`config.mk`:
```
export PLATFORM = sky130hd
export DESIGN_NAME = ict_core
export DESIGN_NICKNAME = d
export VERILOG_FILES = /design/src/ict_pkg.sv /design/src/ict_bus_if.sv /design/src/ict_bus.sv /design/src/ict_core.sv /design/src/ict_cost.sv
export SDC_FILE = /design/constraint.sdc
export NUM_CORES = 1
export LEC_CHECK = 0
export BUFFER_PORTS_ARGS = -buffer_cell sky130_fd_sc_hd__buf_2
export CORE_MARGIN = 2
export CORE_UTILIZATION = 50
export DETAILED_ROUTE_END_ITERATION = 8
export GPL_ROUTABILITY_DRIVEN = 0
export PLACE_DENSITY = 0.66
export SYNTH_ARGS = -nofsm -noshare
export SYNTH_HDL_FRONTEND = slang
export SYNTH_HIERARCHICAL = 1
export SYNTH_SLANG_ARGS = --single-unit
```
`constraint.sdc`:
```
create_clock -name clk -period 6.2 [get_ports clk]
set_input_delay 0.62 -clock clk [delete_from_list [all_inputs] [get_ports clk]]
set_output_delay 0.62 -clock clk [all_outputs]
set_load 0.05 [all_outputs]
```
`src/ict_pkg.sv`:
```
// Operation
// - zero-wait bus cycle lasts four clocks
// - wait clocks add to instruction total
// - figures give clocks, reads and writes
// - total covers fetches and operand stores
// - address calculation never writes
// - indirect, postincrement, immediate: 4(1/0), 8(2/0)
// - predecrement: 6(1/0), long 10(2/0)
// - displacement, absolute short: 8(2/0), 12(3/0)
// - indexed modes: 10(2/0), long 14(3/0)
// - absolute long: 12(3/0), long 16(4/0)
// - index size never changes timing
// - byte/word moves follow source-destination matrix
// - long moves write memory destination twice
package ict_pkg;

  // operand addressing modes
  typedef enum logic [3:0] {
    MODE_DREG    = 4'h0,
    MODE_AREG    = 4'h1,
    MODE_IND     = 4'h2,
    MODE_POSTINC = 4'h3,
    MODE_PREDEC  = 4'h4,
    MODE_DISP    = 4'h5,
    MODE_INDEX   = 4'h6,
    MODE_ABSW    = 4'h7,
    MODE_ABSL    = 4'h8,
    MODE_PCDISP  = 4'h9,
    MODE_PCINDEX = 4'hA,
    MODE_IMM     = 4'hB
  } ict_mode_t;

  typedef enum logic [1:0] {
    SZ_BYTE = 2'h0,
    SZ_WORD = 2'h1,
    SZ_LONG = 2'h2
  } ict_size_t;

  typedef enum logic {
    KIND_EA   = 1'h0,
    KIND_MOVE = 1'h1
  } ict_kind_t;

  // one timing figure: clocks, read cycles, write cycles
  typedef struct packed {
    logic [7:0] clk;
    logic [3:0] rd;
    logic [3:0] wr;
  } ict_cost_t;

  typedef struct packed {
    ict_kind_t kind;
    ict_size_t size;
    ict_mode_t src;
    ict_mode_t dst;
    logic      idx_long;
  } ict_req_t;

  localparam int        CLK_PERIOD_NS  = 5;
  localparam logic [7:0] BUS_CLKS      = 8'h04;
  localparam logic [1:0] BUS_PH_FIRST  = 2'h1;
  localparam logic [1:0] BUS_PH_LAST   = 2'h3;
  localparam int        MODE_COUNT     = 12;

  localparam ict_cost_t COST_ZERO = '{8'h00, 4'h0, 4'h0};
  localparam ict_cost_t MOVE_BASE = '{8'h04, 4'h1, 4'h0};

  // source operand cost, byte/word, indexed by mode
  localparam ict_cost_t EA_SHORT [MODE_COUNT] = '{
    '{8'h00, 4'h0, 4'h0}, '{8'h00, 4'h0, 4'h0}, '{8'h04, 4'h1, 4'h0}, '{8'h04, 4'h1, 4'h0},
    '{8'h06, 4'h1, 4'h0}, '{8'h08, 4'h2, 4'h0}, '{8'h0A, 4'h2, 4'h0}, '{8'h08, 4'h2, 4'h0},
    '{8'h0C, 4'h3, 4'h0}, '{8'h08, 4'h2, 4'h0}, '{8'h0A, 4'h2, 4'h0}, '{8'h04, 4'h1, 4'h0}};

  localparam ict_cost_t EA_LONG [MODE_COUNT] = '{
    '{8'h00, 4'h0, 4'h0}, '{8'h00, 4'h0, 4'h0}, '{8'h08, 4'h2, 4'h0}, '{8'h08, 4'h2, 4'h0},
    '{8'h0A, 4'h2, 4'h0}, '{8'h0C, 4'h3, 4'h0}, '{8'h0E, 4'h3, 4'h0}, '{8'h0C, 4'h3, 4'h0},
    '{8'h10, 4'h4, 4'h0}, '{8'h0C, 4'h3, 4'h0}, '{8'h0E, 4'h3, 4'h0}, '{8'h08, 4'h2, 4'h0}};

  // destination store cost of a move; pc-relative and immediate cannot be destinations
  localparam ict_cost_t DST_SHORT [MODE_COUNT] = '{
    '{8'h00, 4'h0, 4'h0}, '{8'h00, 4'h0, 4'h0}, '{8'h04, 4'h0, 4'h1}, '{8'h04, 4'h0, 4'h1},
    '{8'h04, 4'h0, 4'h1}, '{8'h08, 4'h1, 4'h1}, '{8'h0A, 4'h1, 4'h1}, '{8'h08, 4'h1, 4'h1},
    '{8'h0C, 4'h2, 4'h1}, '{8'h00, 4'h0, 4'h0}, '{8'h00, 4'h0, 4'h0}, '{8'h00, 4'h0, 4'h0}};

  localparam ict_cost_t DST_LONG [MODE_COUNT] = '{
    '{8'h00, 4'h0, 4'h0}, '{8'h00, 4'h0, 4'h0}, '{8'h08, 4'h0, 4'h2}, '{8'h08, 4'h0, 4'h2},
    '{8'h08, 4'h0, 4'h2}, '{8'h0C, 4'h1, 4'h2}, '{8'h0E, 4'h1, 4'h2}, '{8'h0C, 4'h1, 4'h2},
    '{8'h10, 4'h2, 4'h2}, '{8'h00, 4'h0, 4'h0}, '{8'h00, 4'h0, 4'h0}, '{8'h00, 4'h0, 4'h0}};

endpackage

```
`src/ict_bus_if.sv`:
```
`timescale 1ns/1ps
// one bus cycle request between the sequencer and the bus timer
interface ict_bus_if;
  logic start;
  logic write;
  logic mem_wait;
  logic ready;
  logic done;
  logic rd_act;
  logic wr_act;
  logic waiting;

  modport seq (output start, write, mem_wait, input ready, done, rd_act, wr_act, waiting);
  modport bus (input start, write, mem_wait, output ready, done, rd_act, wr_act, waiting);
endinterface

```
`src/ict_bus.sv`:
```
`timescale 1ns/1ps
module ict_bus (
  // clock, reset and enable
  input  wire logic clk,
  input  wire logic rst_b,
  input  wire logic ce,
  // sequencer side
  ict_bus_if.bus    io
);

  typedef struct packed {
    logic       busy;
    logic       write;
    logic [1:0] phase;
  } ict_bus_st_t;

  ict_bus_st_t cur_ff;
  ict_bus_st_t nxt_st;

  // the start cycle is the first clock of the cycle, so back-to-back cycles leave no gap
  always_comb begin
    nxt_st     = cur_ff;
    io.ready   = !cur_ff.busy;
    io.waiting = cur_ff.busy && (cur_ff.phase == ict_pkg::BUS_PH_LAST) && io.mem_wait;
    io.done    = ce && cur_ff.busy && (cur_ff.phase == ict_pkg::BUS_PH_LAST) && !io.mem_wait;
    io.rd_act  = (io.start && !io.write) || (cur_ff.busy && !cur_ff.write);
    io.wr_act  = (io.start && io.write) || (cur_ff.busy && cur_ff.write);
    if (io.start && !cur_ff.busy) begin
      nxt_st.busy  = 1'b1;
      nxt_st.write = io.write;
      nxt_st.phase = ict_pkg::BUS_PH_FIRST;
    end else if (cur_ff.busy) begin
      if (cur_ff.phase != ict_pkg::BUS_PH_LAST) begin
        nxt_st.phase = cur_ff.phase + ict_pkg::BUS_PH_FIRST;
      end else if (!io.mem_wait) begin
        nxt_st.busy = 1'b0;
      end
      // memory holding the last phase stretches the cycle one clock at a time
    end
  end

  always_ff @(posedge clk or negedge rst_b) begin
    if (!rst_b) begin
      cur_ff <= '0;
    end else if (ce) begin
      cur_ff <= nxt_st;
    end
  end
endmodule

```
`src/ict_core.sv`:
```
`timescale 1ns/1ps
module ict_core (
  // clock, reset, enable
  input  wire logic           clk,
  input  wire logic           rst_b,
  input  wire logic           ce,
  // timing request
  input  wire logic           req_valid,
  output logic                req_ready,
  input  ict_pkg::ict_kind_t  req_kind,
  input  ict_pkg::ict_size_t  req_size,
  input  ict_pkg::ict_mode_t  req_src,
  input  ict_pkg::ict_mode_t  req_dst,
  input  wire logic           req_idx_long,
  // memory bus activity
  input  wire logic           mem_wait,
  output logic                bus_read,
  output logic                bus_write,
  output logic                bus_idle,
  // result
  output logic                done,
  output logic                busy,
  output logic [7:0]          total_clk,
  output logic [3:0]          read_cnt,
  output logic [3:0]          write_cnt,
  output logic [15:0]         elapsed_clk,
  output logic [15:0]         wait_clk
);

  typedef enum logic [1:0] {
    ST_IDLE  = 2'h0,
    ST_READ  = 2'h1,
    ST_INT   = 2'h2,
    ST_WRITE = 2'h3
  } ict_state_t;

  typedef struct packed {
    ict_state_t         state;
    ict_pkg::ict_kind_t kind;
    ict_pkg::ict_cost_t cost;
    logic [3:0]         rd_left;
    logic [3:0]         wr_left;
    logic [7:0]         idle_left;
    logic [3:0]         rd_seen;
    logic [3:0]         wr_seen;
    logic [15:0]        elapsed;
    logic [15:0]        waits;
    logic [15:0]        elapsed_out;
    logic [15:0]        waits_out;
  } ict_core_st_t;

  ict_core_st_t       cur_ff;
  ict_core_st_t       nxt_st;
  ict_pkg::ict_req_t  req;
  ict_pkg::ict_cost_t lookup;
  logic               accept;
  logic               last;
  logic [4:0]         rw_sum;

  ict_bus_if bus_io ();

  assign req = '{req_kind, req_size, req_src, req_dst, req_idx_long};

  ict_cost u_cost (
    .req  (req),
    .cost (lookup)
  );

  ict_bus u_bus (
    .clk   (clk),
    .rst_b (rst_b),
    .ce    (ce),
    .io    (bus_io.bus)
  );

  // pick the next phase: reads, then internal clocks, then writes
  function automatic ict_state_t pick(input logic [3:0] rd, input logic [7:0] idl, input logic [3:0] wr);
    ict_state_t s;
    s = ST_IDLE;
    if (rd != 4'h0) begin
      s = ST_READ;
    end else if (idl != 8'h00) begin
      s = ST_INT;
    end else if (wr != 4'h0) begin
      s = ST_WRITE;
    end
    return s;
  endfunction

  // handshake outputs are combinational; results come from the state register
  assign req_ready       = (cur_ff.state == ST_IDLE);
  assign accept          = ce && req_valid && req_ready;
  assign bus_io.mem_wait = mem_wait;
  assign bus_read        = bus_io.rd_act;
  assign bus_write       = bus_io.wr_act;
  assign bus_idle        = (cur_ff.state == ST_INT);
  assign done            = last;
  assign busy            = (cur_ff.state != ST_IDLE);
  assign total_clk       = cur_ff.cost.clk;
  assign read_cnt        = cur_ff.cost.rd;
  assign write_cnt       = cur_ff.cost.wr;
  assign elapsed_clk     = cur_ff.elapsed_out;
  assign wait_clk        = cur_ff.waits_out;

  // sequencer: spends the figure as four-clock bus cycles plus idle clocks
  always_comb begin
    nxt_st       = cur_ff;
    last         = 1'b0;
    bus_io.start = 1'b0;
    bus_io.write = 1'b0;
    rw_sum       = 5'(lookup.rd) + 5'(lookup.wr);
    if (cur_ff.state != ST_IDLE) begin
      // every clock of the run is counted, stretched ones included
      nxt_st.elapsed = cur_ff.elapsed + 16'h0001;
      if (bus_io.waiting) begin
        nxt_st.waits = cur_ff.waits + 16'h0001;
      end
    end
    case (cur_ff.state)
      ST_IDLE: begin
        if (accept) begin
          // one figure: total clocks with its read and write counts
          nxt_st.kind      = req_kind;
          nxt_st.cost      = lookup;
          nxt_st.rd_left   = lookup.rd;
          nxt_st.wr_left   = lookup.wr;
          nxt_st.idle_left = lookup.clk - 8'(rw_sum) * ict_pkg::BUS_CLKS;
          nxt_st.rd_seen   = 4'h0;
          nxt_st.wr_seen   = 4'h0;
          nxt_st.elapsed   = 16'h0000;
          nxt_st.waits     = 16'h0000;
          nxt_st.state     = pick(nxt_st.rd_left, nxt_st.idle_left, nxt_st.wr_left);
          // a register direct operand finishes at once
          last             = (nxt_st.state == ST_IDLE);
        end
      end
      ST_READ: begin
        if (ce && bus_io.ready && cur_ff.rd_left != 4'h0) begin
          bus_io.start   = 1'b1;
          nxt_st.rd_left = cur_ff.rd_left - 4'h1;
          nxt_st.rd_seen = cur_ff.rd_seen + 4'h1;
        end
        if (bus_io.done && cur_ff.rd_left == 4'h0) begin
          nxt_st.state = pick(4'h0, cur_ff.idle_left, cur_ff.wr_left);
          last         = (nxt_st.state == ST_IDLE);
        end
      end
      ST_INT: begin
        // bus stays quiet while the core finishes its internal work
        nxt_st.idle_left = cur_ff.idle_left - 8'h01;
        if (cur_ff.idle_left == 8'h01) begin
          nxt_st.state = pick(4'h0, 8'h00, cur_ff.wr_left);
          last         = ce && (nxt_st.state == ST_IDLE);
        end
      end
      ST_WRITE: begin
        bus_io.write = 1'b1;
        if (ce && bus_io.ready && cur_ff.wr_left != 4'h0) begin
          bus_io.start   = 1'b1;
          nxt_st.wr_left = cur_ff.wr_left - 4'h1;
          nxt_st.wr_seen = cur_ff.wr_seen + 4'h1;
        end
        if (bus_io.done && cur_ff.wr_left == 4'h0) begin
          nxt_st.state = ST_IDLE;
          last         = 1'b1;
        end
      end
      default: begin
        nxt_st.state = ST_IDLE;
      end
    endcase
    if (last) begin
      // totals include opcode, extension, operand fetch and store clocks
      nxt_st.elapsed_out = nxt_st.elapsed;
      nxt_st.waits_out   = nxt_st.waits;
    end
  end

  // all state frozen while the enable is low
  always_ff @(posedge clk or negedge rst_b) begin
    if (!rst_b) begin
      cur_ff <= '0;
    end else if (ce) begin
      cur_ff <= nxt_st;
    end
  end
endmodule

```
`src/ict_cost.sv`:
```
`timescale 1ns/1ps
module ict_cost (
  // request
  input  ict_pkg::ict_req_t  req,
  // figure
  output ict_pkg::ict_cost_t cost
);

  logic      is_long;
  logic      modes_ok;
  ict_pkg::ict_cost_t src_c;
  ict_pkg::ict_cost_t dst_c;

  // idx_long is deliberately unused: index width never changes the figure
  always_comb begin
    is_long  = (req.size == ict_pkg::SZ_LONG);
    modes_ok = (int'(req.src) < ict_pkg::MODE_COUNT) && (int'(req.dst) < ict_pkg::MODE_COUNT);
    src_c    = ict_pkg::COST_ZERO;
    dst_c    = ict_pkg::COST_ZERO;
    cost     = ict_pkg::COST_ZERO;
    if (modes_ok) begin
      // tables hold no writes for address calculation
      src_c = is_long ? ict_pkg::EA_LONG[req.src] : ict_pkg::EA_SHORT[req.src];
      dst_c = is_long ? ict_pkg::DST_LONG[req.dst] : ict_pkg::DST_SHORT[req.dst];
      if (req.kind == ict_pkg::KIND_EA) begin
        cost = src_c;
      end else begin
        // opcode fetch plus source fetch plus destination store
        cost.clk = ict_pkg::MOVE_BASE.clk + src_c.clk + dst_c.clk;
        cost.rd  = ict_pkg::MOVE_BASE.rd + src_c.rd + dst_c.rd;
        cost.wr  = ict_pkg::MOVE_BASE.wr + src_c.wr + dst_c.wr;
      end
    end
  end

endmodule

```
==> reports/qor.yml <==
area_growth_pct: 5.846
wire_per_inst_microns: 16.29
grt_pass1_vias: 5481
antenna_found_initial: 0
r2r_slack_ps: 3120
synth_compound_area_share_pct: 17.97
rows: 42
yosys-top-cells-area: "dfrtp_1, buf_4, nand2_1, ha_1, o21ai_0"
synth.avg_cell_area_sq_um: 8.786
grt_max_degree: 68
synthXorXnorAreaFrac_pct: 1.530
ir_drop_mv: 0.2216
syn-instance-count: 782
ctsHoldBuffers: 0
crit_end: "done"
initial_utilization_pct: 51.47
fin_setup_tns_ps: 0
worstSetupEndpointType: "primary output"
drtIter0Drc: 350
rsz0062_at_grt: "false"
cts_buffer_depth: 2
tightest_slew_ps: 1065
yosysSeqAreaShare_pct: 37.15
worstPathRequired_ps: 5580
grt_pass1_wl_microns: 26630
final_cells: 964
drive_above_1_share_pct: 16.62
cts_setup_buffers: 0
synth_top_family_by_area: "simple AND/OR/NAND/NOR gates"
synth-seq-cells: 102
arrival_ps: 5130
dr_total_vias: 5514
cts_root_buf: "clkbuf_16"
min_period_ps: 5753
status: "complete, no violations"
swShare_pct: 45.78
synth_edf_count: 0
min_path_type: "primary input to asynchronous set/reset pin"
finalClockSkew_ps: 6.613
die_area_sq_mm: 0.01469
synth-adder-area-share_pct: 6.447
numCtsBuffers: 9
crit_slowest_cell: "a2111oi_4"
yosys.area_share.simple_pct: 19.70
die_w_microns: 121.2
p_clk_share_pct: 20.7
worstPathCellList: "buf_2, inv_1, ha_1, a211o_1, nand2_1, ha_1, inv_1, fa_1, nand2_1, a21oi_2, ha_1, a21o_1, a21oi_1, xor2_1, ha_1, o21a_1, or3_4, a2111oi_4, a21o_1, buf_2"
power.density_mw_per_mm2: 411.2
syn_area_sq_mm: 0.006870
path_common_cell: "ha_1"
fin_crit_sh_pct: 92.78
num_antenna_cells: 0
clkSlewWorstSetupHoldPaths_ps: 70
setup_viol_count_final: 0
drv_cap: 0
synth_top_area_share_pct: 37.15
drt_pre_antenna_iters: 5
drc: 0
ys_warn_count: 6
synthArstFlopShare_pct: 100.0
htree_levels: 3
grt_usage_pct: 22.53
nets: 833
r2r-end: "wait_clk[12]"
synthMuxAreaShare_pct: 6.793
ys_types: 75
power_frac_seq_pct: 35.0
pin_count: 71
ant_nets: 0
die_height_microns: 121.2
clk_latency_ps: 350
crit_start: "req_src[1]"
cts_resized: 0
cts_tree: "yes"
ys.flop_type: "dfrtp_1"
r2r_cells: 7
p_int_mw: 1.621
comb_power_share_pct: 44.3
r2r-start: "cur_ff[105]"
synth_top_area_cell: "dfrtp_1"
crit_fanout: 5
power_switching_mw: 1.369
hold_violations: 0
slew_violations: 0
maxSlewHeadroom_pct: 28.91
max_freq_mhz: 173.8
startpoint_type: "primary input"
port_buffers: 69
vias_per_cell: 5.720
hpwl_microns: 11290
critPathMaxStageDelay_ps: 540
power_leakage_nw: 3.670
wl_microns: 15700
cts_num_sinks: 102
grt_overflow: 0
crit_type: "primary input to primary output"
dp.cells: 948
core_area_sq_mm: 0.01335
==> how the worst min path moves through the flow <==
stage | startpoint | end | slack (ps)
global placement | read_cnt[0] | read_cnt[0] | 460
finish | rst_b | wait_clk[11] | 210
detailed placement | read_cnt[0] | read_cnt[0] | 460
floorplan | rst_b | cur_ff[105] | 320
CTS | rst_b | wait_clk[11] | 220
global route | rst_b | wait_clk[9] | 250
==> Yosys cell counts, drive strengths merged (3+ instances only) <==
cell / instances
nor2b: 8
nand4: 9
or3: 8
a21oi: 42
and2: 4
o31ai: 8
xor2: 6
clkbuf: 25
buf: 62
a21o: 15
or2: 3
and4: 3
a22oi: 3
nor4: 4
nand2: 101
fa: 4
ha: 29
o21ai: 62
and3: 7
nand2b: 6
nor3b: 6
o21a: 4
o22a: 3
o211ai: 7
mux2: 22
or3b: 3
nand3: 29
or4: 3
nor3: 17
xnor2: 6
a31oi: 5
mux2i: 17
nor2: 59
a22o: 10
a211oi: 5
dfrtp: 102
and4b: 3
inv: 41
o31a: 3
==> power by group through the flow <==
| stage | clock [mW] | combinational, mW | sequential [mW] |
|---|---|---|---|
| CTS | 0.631 | 1.33 | 1.04 |
| detailed placement | 0 | 1.32 | 1.06 |
| floorplan | 0 | 1.20 | 0.978 |
| global route | 0.656 | 1.46 | 1.08 |
| finish | 0.618 | 1.32 | 1.05 |
| global placement | 0 | 1.28 | 1.04 |
==> routing by layer <==
| metal | GRT usage [%] | vias to the layer above | share of wire (%) |
|---|---|---|---|
| li1 | - | 2694 | - |
| met1 | 30.83 | 2666 | 47 |
| met2 | 36.38 | 126 | 47 |
| met3 | 2.961 | 28 | 3.5 |
| met4 | 8.836 | 0 | 2.3 |
| met5 | 0 | - | 0 |
==> state kept, by name, indices dropped and copies added, names as in the netlist <==
name and count:
wait_clk 16, read_cnt 4, cur_ff 50, elapsed_clk 16, total_clk 8, u_bus/cur_ff 4, write_cnt 4
==> placed cells by master (no fill, tap or decap), types with 4 or more instances in the layout <==
cell type / n
a21oi_1: 40
inv_1: 41
mux2_2: 9
a22o_1: 8
clkbuf_16: 9
or3_1: 6
mux2i_1: 17
nand2b_1: 6
dfrtp_1: 102
mux2_4: 13
nor4_1: 4
buf_2: 68
a21o_1: 15
o21a_1: 4
buf_4: 5
nand3_1: 28
o211ai_1: 6
fa_1: 4
nor2_1: 58
xor2_1: 6
conb_1: 4
nor3b_1: 5
o21ai_0: 60
nor2b_1: 8
xnor2_1: 6
ha_1: 29
a31oi_1: 5
o31ai_1: 8
and3_1: 6
a211oi_1: 5
nand4_1: 9
nand2_1: 101
nor3_1: 17
==> per-stage QoR <==
step                total power, mW  hold slack (ps)  worst slack (ps)  cell area, sq um  util (%)
floorplan                     2.175            324.4             972.7              6882         -
global placement              2.319            457.5             553.3              6958     52.13
detailed placement            2.376            459.4             520.0              6958     52.13
CTS                           3.003            223.5             497.4              7272     54.48
global route                  3.198            252.7             185.2              7272     54.48
finish                        2.990            212.6             447.4              7272     54.48
==> kinds of logic after synthesis <==
group,Yosys count
simple gates,279
compound gates,188
buf+inv,128
flops,102
mux,39
fa+ha+maj,33
xor+xnor,12
other cells,1
==> final cells by class <==
cell class                 instances  area [sq um]
fill                            1224          6076
multi-input combinational        555          3633
sequential                       102          2552
timing repair buffer              74         397.9
clock buffer                      11         232.7
tap                              176         220.2
inverter                          41         153.9
clock inverter                     5         81.33
==> worst max-delay path, delay by kind of cell <==
family          cells  cell delay, ps
fa+ha+maj           5            1480
buf+inv             4             520
compound gates      7            1790
simple gates        3             530
xor+xnor            1             190
No activity file was read; power rests on OpenSTA's default activity.
